`src/ibw_regs.svh`:
```
// Operation
// - Answer only device codes octal 50-57
// - Twelve-bit word paths in each direction
// - Function 1 skips when receive flag set
// - Function 2 reads word, clears receive flag
// - Function 3 skips when transmit flag set
// - Function 4 loads, presents word, sets transmit flag
// - Function 5 sets interrupt enable
// - Function 6 clears interrupt enable
// - About five thousand words per second suffice
// - Far end is twin buffer or logic
// - Middle digit device, last digit operation
`ifndef IBW_REGS_SVH
`define IBW_REGS_SVH

// Register byte offsets
`define IBW_OFS_WORK     8'h00
`define IBW_OFS_INSTR    8'h04
`define IBW_OFS_RESULT   8'h08
`define IBW_OFS_RDWORD   8'h0c
`define IBW_OFS_FLAGS    8'h10
`define IBW_OFS_IRQ_STS  8'h14
`define IBW_OFS_IRQ_CLR  8'h18
`define IBW_OFS_IRQ_EN   8'h1c
`define IBW_OFS_DEVSEL   8'h20

// Instruction layout: prefix digits, device digit, function digit
`define IBW_IOT_PREFIX   6'h35
`define IBW_DEV_MSB      5
`define IBW_DEV_LSB      3
`define IBW_FN_MSB       2
`define IBW_FN_LSB       0

// Function digits
`define IBW_FN_SKIP_RX   3'h1
`define IBW_FN_READ      3'h2
`define IBW_FN_SKIP_TX   3'h3
`define IBW_FN_SEND      3'h4
`define IBW_FN_IE_SET    3'h5
`define IBW_FN_IE_CLR    3'h6

// Flag register bits
`define IBW_FLG_RX       0
`define IBW_FLG_TX       1
`define IBW_FLG_IE       2

// Sticky event bits
`define IBW_EV_RX        0
`define IBW_EV_TXDONE    1
`define IBW_EV_OVERRUN   2
`define IBW_EV_W         3

// Reset values
`define IBW_RST_DEVSEL   3'h0
`define IBW_RST_WORD     12'h000
`define IBW_RST_EV       3'h0

`endif

```
`src/ibw_pkg.sv`:
```
`include "ibw_regs.svh"
`default_nettype none

package ibw_pkg;

  typedef enum logic [2:0] {
    IBW_FN_SKIP_RX = `IBW_FN_SKIP_RX,
    IBW_FN_READ    = `IBW_FN_READ,
    IBW_FN_SKIP_TX = `IBW_FN_SKIP_TX,
    IBW_FN_SEND    = `IBW_FN_SEND,
    IBW_FN_IE_SET  = `IBW_FN_IE_SET,
    IBW_FN_IE_CLR  = `IBW_FN_IE_CLR
  } ibw_fn_t;

  // From the far end
  typedef struct packed {
    logic [11:0] data;
    logic        strobe;
    logic        ack;
  } ibw_far_in_t;

  // Toward the far end
  typedef struct packed {
    logic [11:0] data;
    logic        tx_flag;
    logic        rx_flag;
  } ibw_far_out_t;

endpackage

`default_nettype wire

```
`src/ibw_buffer.sv`:
```
// The implementer's own choices: the APB interface to the registers and the register offsets.
`include "ibw_regs.svh"
`timescale 1ns/1ps
`default_nettype none

module ibw_buffer
  import ibw_pkg::*;
#(
  parameter int DATA_W = 12
) (
  input  wire logic        sys_clk_i,
  input  wire logic        srst_i,
  input  wire logic        ce_i,
  input  wire logic        psel_i,
  input  wire logic        penable_i,
  input  wire logic        pwrite_i,
  input  wire logic [7:0]  paddr_i,
  input  wire logic [31:0] pwdata_i,
  output var  logic [31:0] prdata_o,
  output var  logic        pready_o,
  output var  logic        pslverr_o,
  input  wire ibw_far_in_t far_i,
  output var  ibw_far_out_t far_o,
  output var  logic        int_req_o,
  output var  logic        irq_o
);

  //////////////////////////////////////////////////////////////////////////
  // State

  logic [DATA_W-1:0]   work_ff;
  logic [DATA_W-1:0]   nxt_work;
  logic [DATA_W-1:0]   tx_buf_ff;
  logic [DATA_W-1:0]   nxt_tx_buf;
  logic [DATA_W-1:0]   rx_buf_ff;
  logic [DATA_W-1:0]   nxt_rx_buf;
  logic [DATA_W-1:0]   rd_word_ff;
  logic [DATA_W-1:0]   nxt_rd_word;
  logic [2:0]          devsel_ff;
  logic [2:0]          nxt_devsel;
  logic                rx_flag_ff;
  logic                nxt_rx_flag;
  logic                tx_flag_ff;
  logic                nxt_tx_flag;
  logic                ie_ff;
  logic                nxt_ie;
  logic                skip_ff;
  logic                nxt_skip;
  logic [`IBW_EV_W-1:0] ev_sts_ff;
  logic [`IBW_EV_W-1:0] nxt_ev_sts;
  logic [`IBW_EV_W-1:0] ev_en_ff;
  logic [`IBW_EV_W-1:0] nxt_ev_en;
  logic [31:0]         prdata_ff;
  logic [31:0]         nxt_prdata;
  logic                slverr_ff;
  logic                nxt_slverr;
  logic                setup_ff;
  logic                nxt_setup;

  //////////////////////////////////////////////////////////////////////////
  // Bus strobes and instruction decode

  logic       setup_cyc;
  logic       access_done;
  logic       wr_en;
  logic [7:0] word_addr;
  logic       iot_hit;
  logic [2:0] fn;
  logic       do_skip_rx;
  logic       do_read;
  logic       do_skip_tx;
  logic       do_send;
  logic       do_ie_set;
  logic       do_ie_clr;
  logic       rx_take;
  logic       rx_overrun;
  logic       mapped;

  assign word_addr   = {paddr_i[7:2], 2'b00};
  assign setup_cyc   = ce_i && psel_i && !penable_i;
  assign pready_o    = ce_i && setup_ff;
  assign access_done = psel_i && penable_i && pready_o;
  assign wr_en       = access_done && pwrite_i && !slverr_ff;

  // Prefix, then device digit from jumper register, then function
  assign iot_hit = wr_en && (word_addr == `IBW_OFS_INSTR)
                   && (pwdata_i[11:6] == `IBW_IOT_PREFIX)
                   && (pwdata_i[`IBW_DEV_MSB:`IBW_DEV_LSB]
                       == devsel_ff);
  assign fn      = pwdata_i[`IBW_FN_MSB:`IBW_FN_LSB];

  assign do_skip_rx = iot_hit && (fn == IBW_FN_SKIP_RX);
  assign do_read    = iot_hit && (fn == IBW_FN_READ);
  assign do_skip_tx = iot_hit && (fn == IBW_FN_SKIP_TX);
  assign do_send    = iot_hit && (fn == IBW_FN_SEND);
  assign do_ie_set  = iot_hit && (fn == IBW_FN_IE_SET);
  assign do_ie_clr  = iot_hit && (fn == IBW_FN_IE_CLR);

  // New word is accepted only into an empty or just-emptied holder
  assign rx_take    = ce_i && far_i.strobe && (!rx_flag_ff || do_read);
  assign rx_overrun = ce_i && far_i.strobe && rx_flag_ff && !do_read;

  always_comb begin
    unique case (word_addr)
      `IBW_OFS_WORK, `IBW_OFS_INSTR, `IBW_OFS_RESULT, `IBW_OFS_RDWORD,
      `IBW_OFS_FLAGS, `IBW_OFS_IRQ_STS, `IBW_OFS_IRQ_CLR, `IBW_OFS_IRQ_EN,
      `IBW_OFS_DEVSEL: mapped = 1'b1;
      default:         mapped = 1'b0;
    endcase
  end

  //////////////////////////////////////////////////////////////////////////
  // Next-state logic

  always_comb begin
    nxt_work    = work_ff;
    nxt_tx_buf  = tx_buf_ff;
    nxt_rx_buf  = rx_buf_ff;
    nxt_rd_word = rd_word_ff;
    nxt_devsel  = devsel_ff;
    nxt_rx_flag = rx_flag_ff;
    nxt_tx_flag = tx_flag_ff;
    nxt_ie      = ie_ff;
    nxt_skip    = skip_ff;
    nxt_ev_en   = ev_en_ff;
    nxt_ev_sts  = ev_sts_ff;
    if (wr_en && word_addr == `IBW_OFS_WORK) begin
      nxt_work = pwdata_i[DATA_W-1:0];
    end
    if (wr_en && word_addr == `IBW_OFS_DEVSEL) begin
      nxt_devsel = pwdata_i[2:0];
    end
    if (wr_en && word_addr == `IBW_OFS_IRQ_EN) begin
      nxt_ev_en = pwdata_i[`IBW_EV_W-1:0];
    end
    if (iot_hit) begin
      nxt_skip = (do_skip_rx && rx_flag_ff)
                 || (do_skip_tx && tx_flag_ff);
    end
    if (do_read) begin
      nxt_rd_word = rx_buf_ff;
      nxt_rx_flag = 1'b0;
    end
    // Far end strobe sets the flag; set beats the read's clear
    if (rx_take) begin
      nxt_rx_buf  = far_i.data;
      nxt_rx_flag = 1'b1;
    end
    // Far end ack clears the flag; a same-cycle send wins
    if (ce_i && far_i.ack) begin
      nxt_tx_flag = 1'b0;
    end
    if (do_send) begin
      nxt_tx_buf  = work_ff;
      nxt_tx_flag = 1'b1;
    end
    if (do_ie_set) begin
      nxt_ie = 1'b1;
    end
    if (do_ie_clr) begin
      nxt_ie = 1'b0;
    end
    // Sticky events: clear first, then set so set wins
    if (wr_en && word_addr == `IBW_OFS_IRQ_CLR) begin
      nxt_ev_sts = ev_sts_ff & ~pwdata_i[`IBW_EV_W-1:0];
    end
    nxt_ev_sts[`IBW_EV_RX]      = nxt_ev_sts[`IBW_EV_RX] | rx_take;
    nxt_ev_sts[`IBW_EV_TXDONE]  = nxt_ev_sts[`IBW_EV_TXDONE]
                                  | (ce_i && far_i.ack && tx_flag_ff);
    nxt_ev_sts[`IBW_EV_OVERRUN] = nxt_ev_sts[`IBW_EV_OVERRUN] | rx_overrun;
  end

  // Read data captured in setup so the access phase has no wait state
  always_comb begin
    nxt_prdata = prdata_ff;
    nxt_slverr = slverr_ff;
    nxt_setup  = setup_ff;
    if (setup_cyc) begin
      nxt_setup  = 1'b1;
      nxt_slverr = !mapped;
      nxt_prdata = 32'h0000_0000;
      unique case (word_addr)
        `IBW_OFS_WORK:    nxt_prdata[DATA_W-1:0] = work_ff;
        `IBW_OFS_RESULT:  nxt_prdata[0] = skip_ff;
        `IBW_OFS_RDWORD:  nxt_prdata[DATA_W-1:0] = rd_word_ff;
        `IBW_OFS_FLAGS: begin
          nxt_prdata[`IBW_FLG_RX] = rx_flag_ff;
          nxt_prdata[`IBW_FLG_TX] = tx_flag_ff;
          nxt_prdata[`IBW_FLG_IE] = ie_ff;
        end
        `IBW_OFS_IRQ_STS: nxt_prdata[`IBW_EV_W-1:0] = ev_sts_ff;
        `IBW_OFS_IRQ_EN:  nxt_prdata[`IBW_EV_W-1:0] = ev_en_ff;
        `IBW_OFS_DEVSEL:  nxt_prdata[2:0] = devsel_ff;
        default:          nxt_prdata = 32'h0000_0000;
      endcase
    end else if (access_done) begin
      nxt_setup = 1'b0;
    end
  end

  //////////////////////////////////////////////////////////////////////////
  // Registers

  always_ff @(posedge sys_clk_i) begin
    if (srst_i) begin
      work_ff    <= `IBW_RST_WORD;
      tx_buf_ff  <= `IBW_RST_WORD;
      rx_buf_ff  <= `IBW_RST_WORD;
      rd_word_ff <= `IBW_RST_WORD;
      devsel_ff  <= `IBW_RST_DEVSEL;
      rx_flag_ff <= 1'b0;
      tx_flag_ff <= 1'b0;
      ie_ff      <= 1'b0;
      skip_ff    <= 1'b0;
      ev_sts_ff  <= `IBW_RST_EV;
      ev_en_ff   <= `IBW_RST_EV;
      prdata_ff  <= 32'h0000_0000;
      slverr_ff  <= 1'b0;
      setup_ff   <= 1'b0;
    end else if (ce_i) begin
      work_ff    <= nxt_work;
      tx_buf_ff  <= nxt_tx_buf;
      rx_buf_ff  <= nxt_rx_buf;
      rd_word_ff <= nxt_rd_word;
      devsel_ff  <= nxt_devsel;
      rx_flag_ff <= nxt_rx_flag;
      tx_flag_ff <= nxt_tx_flag;
      ie_ff      <= nxt_ie;
      skip_ff    <= nxt_skip;
      ev_sts_ff  <= nxt_ev_sts;
      ev_en_ff   <= nxt_ev_en;
      prdata_ff  <= nxt_prdata;
      slverr_ff  <= nxt_slverr;
      setup_ff   <= nxt_setup;
    end
  end

  //////////////////////////////////////////////////////////////////////////
  // Outputs

  assign prdata_o      = prdata_ff;
  assign pslverr_o     = pready_o && slverr_ff;
  assign far_o.data    = tx_buf_ff;
  assign far_o.tx_flag = tx_flag_ff;
  // Far end paces itself on this; no rate limit is needed here
  assign far_o.rx_flag = rx_flag_ff;
  assign int_req_o     = ie_ff && (rx_flag_ff || tx_flag_ff);
  assign irq_o         = |(ev_sts_ff & ev_en_ff);

  //////////////////////////////////////////////////////////////////////////
  // Checks

  AST_WRONG_DEVICE: assert property (
    @(posedge sys_clk_i) disable iff (srst_i)
    wr_en && word_addr == `IBW_OFS_INSTR
    && pwdata_i[5:3] != devsel_ff |=> $stable(ie_ff) && $stable(skip_ff))
    else $error("Instruction for another device took effect");

  AST_SKIP_RX: assert property (
    @(posedge sys_clk_i) disable iff (srst_i)
    do_skip_rx |=> skip_ff == $past(rx_flag_ff))
    else $error("Receive skip does not follow receive flag");

  AST_NO_SKIP: assert property (
    @(posedge sys_clk_i) disable iff (srst_i)
    iot_hit && !do_skip_rx && !do_skip_tx |=> !skip_ff)
    else $error("Non-skip function left a skip request");

  AST_READ: assert property (
    @(posedge sys_clk_i) disable iff (srst_i)
    do_read && !far_i.strobe |=> !rx_flag_ff
    && rd_word_ff == $past(rx_buf_ff))
    else $error("Read did not return word and clear flag");

  AST_SKIP_TX: assert property (
    @(posedge sys_clk_i) disable iff (srst_i)
    do_skip_tx |=> skip_ff == $past(tx_flag_ff))
    else $error("Transmit skip does not follow transmit flag");

  AST_SEND: assert property (
    @(posedge sys_clk_i) disable iff (srst_i)
    do_send |=> tx_flag_ff && far_o.data == $past(work_ff))
    else $error("Send did not present word and set flag");

  AST_IE_SET: assert property (
    @(posedge sys_clk_i) disable iff (srst_i)
    do_ie_set && rx_flag_ff && !do_read |=> int_req_o)
    else $error("Enable with pending flag raised no request");

  AST_IE_CLR: assert property (
    @(posedge sys_clk_i) disable iff (srst_i)
    do_ie_clr ##1 (ce_i && !do_ie_set) [*2] |-> !int_req_o)
    else $error("Request persists after disable");

  AST_RX_HOLD: assert property (
    @(posedge sys_clk_i) disable iff (srst_i)
    rx_flag_ff && !do_read |=> $stable(rx_buf_ff) && rx_flag_ff)
    else $error("Held incoming word changed before read");

  AST_RX_SET: assert property (
    @(posedge sys_clk_i) disable iff (srst_i)
    ce_i && far_i.strobe && !rx_flag_ff |=> rx_flag_ff
    && rx_buf_ff == $past(far_i.data))
    else $error("Incoming word did not set receive flag");

  // Enabled with the receive flag staying set or being set: request must follow
  AST_INT_REQ: assert property (
    @(posedge sys_clk_i) disable iff (srst_i)
    ce_i && ie_ff && !do_ie_clr
    && ((rx_flag_ff && !do_read) || far_i.strobe) |=> int_req_o)
    else $error("Interrupt request missing with enabled flag");

endmodule

`default_nettype wire

```
`config.mk`:
```
export PLATFORM = sky130hd
export DESIGN_NAME = ibw_buffer
export DESIGN_NICKNAME = d
export VERILOG_FILES = /design/src/ibw_pkg.sv /design/src/ibw_buffer.sv
export VERILOG_INCLUDE_DIRS = /design/src
export SDC_FILE = /design/constraint.sdc
export NUM_CORES = 1
export LEC_CHECK = 0
export ABC_AREA = 1
export BUFFER_PORTS_ARGS = -buffer_cell sky130_fd_sc_hd__buf_4
export CELL_PAD_IN_SITES_DETAIL_PLACEMENT = 1
export CELL_PAD_IN_SITES_GLOBAL_PLACEMENT = 1
export CORE_UTILIZATION = 36
export DETAILED_ROUTE_END_ITERATION = 12
export GPL_TIMING_DRIVEN = 0
export PLACE_DENSITY = 0.77
export SLEW_MARGIN = 20
export SYNTH_ARGS = -nofsm -noshare
export SYNTH_HDL_FRONTEND = slang
export SYNTH_SLANG_ARGS = --single-unit
export TNS_END_PERCENT = 10
```
`constraint.sdc`:
```
create_clock -name sys_clk_i -period 2 [get_ports sys_clk_i]
set_clock_uncertainty 0.15 [all_clocks]
set_input_delay 0.3 -clock sys_clk_i [delete_from_list [all_inputs] [get_ports sys_clk_i]]
set_output_delay 0.3 -clock sys_clk_i [all_outputs]
set_load 0.05 [all_outputs]
```
Word-level counts from Yosys, hierarchy flattened

Index checks and enable logic that the tools add are counted.

Equal/unequal tests: 16
Multiplexer cells: 13
Bitwise gates (word level): 6
Reduce and logical (&&, ||, !) cells: 57

Operators by type and width:

| cell               | count |
|---|---|
| $logic_and 1x1->1  | 30 |
| $eq 6x3->1 const B | 4 |
| $reduce_and 2->1   | 12 |
| $pmux 9 s2         | 1 |
| $eq 6x2->1 const B | 2 |
| $pmux 2 s6         | 1 |
| $eq 3x3->1 const B | 3 |
| $mux 1             | 9 |
| $reduce_or 9->1    | 1 |
| $logic_not 8->1    | 1 |
| $reduce_bool 2->1  | 4 |
| $pmux 1 s7         | 1 |
| $and 3x3->3        | 2 |
| $eq 3x2->1 const B | 2 |
| $eq 6x1->1 const B | 1 |
| $eq 6x4->1 const B | 1 |
| $eq 6x6->1 const B | 1 |
| $logic_not 1->1    | 5 |
| $eq 3x1->1 const B | 1 |
| $eq 3x3->1         | 1 |
| $logic_or 1x1->1   | 3 |
| $mux 3             | 1 |
| $not 3->3          | 1 |
| $or 1x1->1         | 3 |
| $reduce_or 3->1    | 1 |

Bits in registers: 75
Output and inout bits: 50
Logic and storage cells: 106

Longest topological paths before layout

Depth after elaboration: 12
Mapped depth: 11
Gate-level depth less buffers: 10

Worst setup path before layout

No wires, ideal clock.

Path type: reg-to-output
From: register rx_flag_ff
To: output port int_req_o
Data arrival time: 1266 ps
Required time: 1550 ps
Path slack: 284 ps
Stages on the path, launching flop included: 3
Buffers on the path: 0
Cell sequence: dfxtp_1 -> inv_1 -> a21oi_1

Cells in the longest elaborated chain, start to end: 2

RTL lines:

| element                  | line              | source |
|---|---|---|
| start: declaration       | ibw_buffer.sv:41  | `logic rx_flag_ff;` |
| start signal: assignment | ibw_buffer.sv:226 | `rx_flag_ff <= nxt_rx_flag;` |
| $logic_or 1x1->1         | ibw_buffer.sv:247 | `assign int_req_o = ie_ff && (rx_flag_ff \|\| tx_flag_ff);` |
| $logic_and 1x1->1        | ibw_buffer.sv:247 |  |
| end: declaration         | ibw_buffer.sv:24  | `output var logic int_req_o,` |

No other way between the ends.

==> out/qor.yml <==
finalWorstSetupSlack_ns: 0.121
die_width_um: 101
place_area_sq_mm: 0.00427
insertedDiodeCount: 0
drtIter0Drc: 90
drive_gt1_share_pct: 21.4
drv_slew: 0
syn_area_per_cell_sq_um: 7.13
clock_latency_ns: 0.35
vias_per_cell: 4.70
min_path_cells: 3
period_share_pct: 93.9
design_area_sq_mm: 0.00456
cts_tree: "built"
nets: 654
gr-usage-all-layers_pct: 21.3
setup_viol: 0
ant_nets: 0
ir_worst_vdd_mv: 0.383
hp-class: "in -> reg"
fin_crit_ns: 1.88
h-tree-depth: 3
start_util_pct: 37.7
clock_path_buffers: 2
row_count: 35
required_ns: 2.12
holdPathEnd: "work_ff[10]"
grt_antenna_before_repair: 0
r2r_slack_ns: 0.18
crit_fanout: 10
place_ws_ns: -0.0902
die_y_um: 101
r2r_cells: 8
gp_congestion: 0.892
crit_arrival_ns: 2.00
cp-end-kind: "flop"
worstHoldStart: "pwdata_i[10]"
netlist_area_sq_mm: 0.00354
numCtsBuffers: 9
grt_overflow: 0
rsz0062_at_grt: "no"
io_buffers: 67
core-area_sq_mm: 0.00937
drc: 0
dr_total_vias: 3420
rr_endpoint: "rd_word_ff[9]"
cts.root.buffer_cell: "clkbuf_8"
fmax_ghz: 0.532
outcome: "completed"
cp-start-kind: "input pin"
yosysUniqueCellTypes: 29
grt_pass1_vias: 3500
die_area_sq_mm: 0.0102
yosysSeqAreaShare_pct: 42.5
drt_pre_antenna_iters: 4
power_mw: 3.59
clk_pin_slew_ns: 0.08
dpl.hpwl_um: 8040
post_cts_buffers: 0
syn_inst: 496
hold_viol_final: 0
area_growth_pct: 28.9
r2r_start: "devsel_ff[1]"
power_density_mw_per_mm2: 788
wirelength_um: 10200
synth-seq-cells: 75
ios: 110
tns_ns: 0
drv_cap: 0
wl_per_cell_um: 14.1
grt_start_max_net_pins: 13
clock_sink_count: 75
yosys_warnings: 0
power_leakage_nw: 2.03
path_class: "in -> reg"
grt_pass1_wl_um: 16800
==> cell type report <==
type	instances	area [sq um]
fillers	1251	4810
multi-input cells	318	1540
flip-flops and latches	75	1500
repair buffers	68	513
inverters	80	300
plain buffers	42	265
well taps	129	161
clock buffers	12	155
clock inverters	4	120
==> where the power goes <==
| group | leakage (nW) | switching [mW] | internal [mW] |
|---|---|---|---|
| clock network | 0.137 | 0.569 | 1.02 |
| registers | 0.608 | 0.0210 | 1.53 |
| logic | 1.29 | 0.298 | 0.154 |
| total | 2.03 | 0.887 | 2.70 |
==> synth_stat cells, drive strengths merged <==
library cell	instances	area [sq um]
inv	78	293
dfxtp	75	1500
nand2	66	265
nor2	66	278
a21oi	60	300
o21ai	50	250
buf	30	220
nand3	25	125
clkbuf	12	45.0
o221ai	10	87.6
nor3	5	30.0
a211oi	4	30.0
nand4	4	46.3
o22ai	3	18.8
a31oi	2	12.5
clkinv	2	7.51
o211ai	2	15.0
conb	1	3.75
or2	1	6.26
==> timing repair <==
action / in CTS / in global routing
gates resized for setup: 0 / 2
hold buffers: 1 / 0
endpoints found under the setup margin: 0 / 7
hold endpoints to repair: 1 / 0
==> placed cells by master, fill, tap and decap left out, types with 4 or more instances in the layout <==
master / count
dfxtp_1: 75
inv_1: 76
nand3_1: 25
clkbuf_8: 11
bufinv_16: 4
a21oi_1: 60
conb_1: 20
a211oi_1: 4
buf_2: 5
o221ai_1: 10
nand2_1: 63
nor3_1: 4
clkbuf_1: 13
nor2_2: 4
buf_4: 90
o21ai_0: 49
nor2_1: 59
==> registers in the layout, indices dropped and copies added, names as in the netlist <==
register and count:
ev_sts_ff 3, skip_ff 1, rd_word_ff 12, prdata_o 12
tx_buf_ff 12, tx_flag_ff 1, slverr_ff 1, ev_en_ff 3
setup_ff 1, ie_ff 1, rx_flag_ff 1, rx_buf_ff 12
devsel_ff 3, work_ff 12
==> critical path, stage by stage <==
cell and delay (ns):
dlygate4sd3_1 0.54, buf_4 0.14, clkinv_1 0.22, clkbuf_1 0.41, o21ai_0 0.21, a21oi_1 0.18
==> how the worst max path moves through the flow <==
stage	slack, ns	from	endpoint	cells past startpoint
after detailed placement	-0.09	paddr_i[3]	work_ff[6]	9
final	0.12	srst_i	rd_word_ff[1]	6
after global routing	0.03	devsel_ff[1]	rd_word_ff[9]	8
after CTS	0.08	devsel_ff[1]	rd_word_ff[10]	8
after floorplan	0.28	rx_flag_ff	int_req_o	2
after global placement	0.06	paddr_i[7]	rd_word_ff[6]	9
==> routing by layer <==
layer	GRT usage, %	vias up	wire (um)
li1	-	1756	-
met1	26.4	1579	4730
met2	37.8	76	4990
met3	4.23	9	426
met4	5.57	0	101
met5	0	-	0
==> stage by stage <==
step	std cells	utilization (%)	hold slack (ns)
5_1_grt	728	48.7	0.0531
2_1_floorplan	515	-	0.228
3_5_place_dp	711	45.6	0.289
4_1_cts	728	48.6	0.0314
3_3_place_gp	711	45.6	0.284
6_report	728	48.7	0.0339
==> kinds of logic after synthesis <==
kind of cell | count (synthesis) | share of synthesized area [%]
buffers and inverters | 122 | 16.0
DFF | 75 | 42.5
AOI/OAI and AO/OA | 131 | 20.2
other | 1 | 0.106
and+or+nand+nor | 167 | 21.2
(Power assumes the default switching activity.)
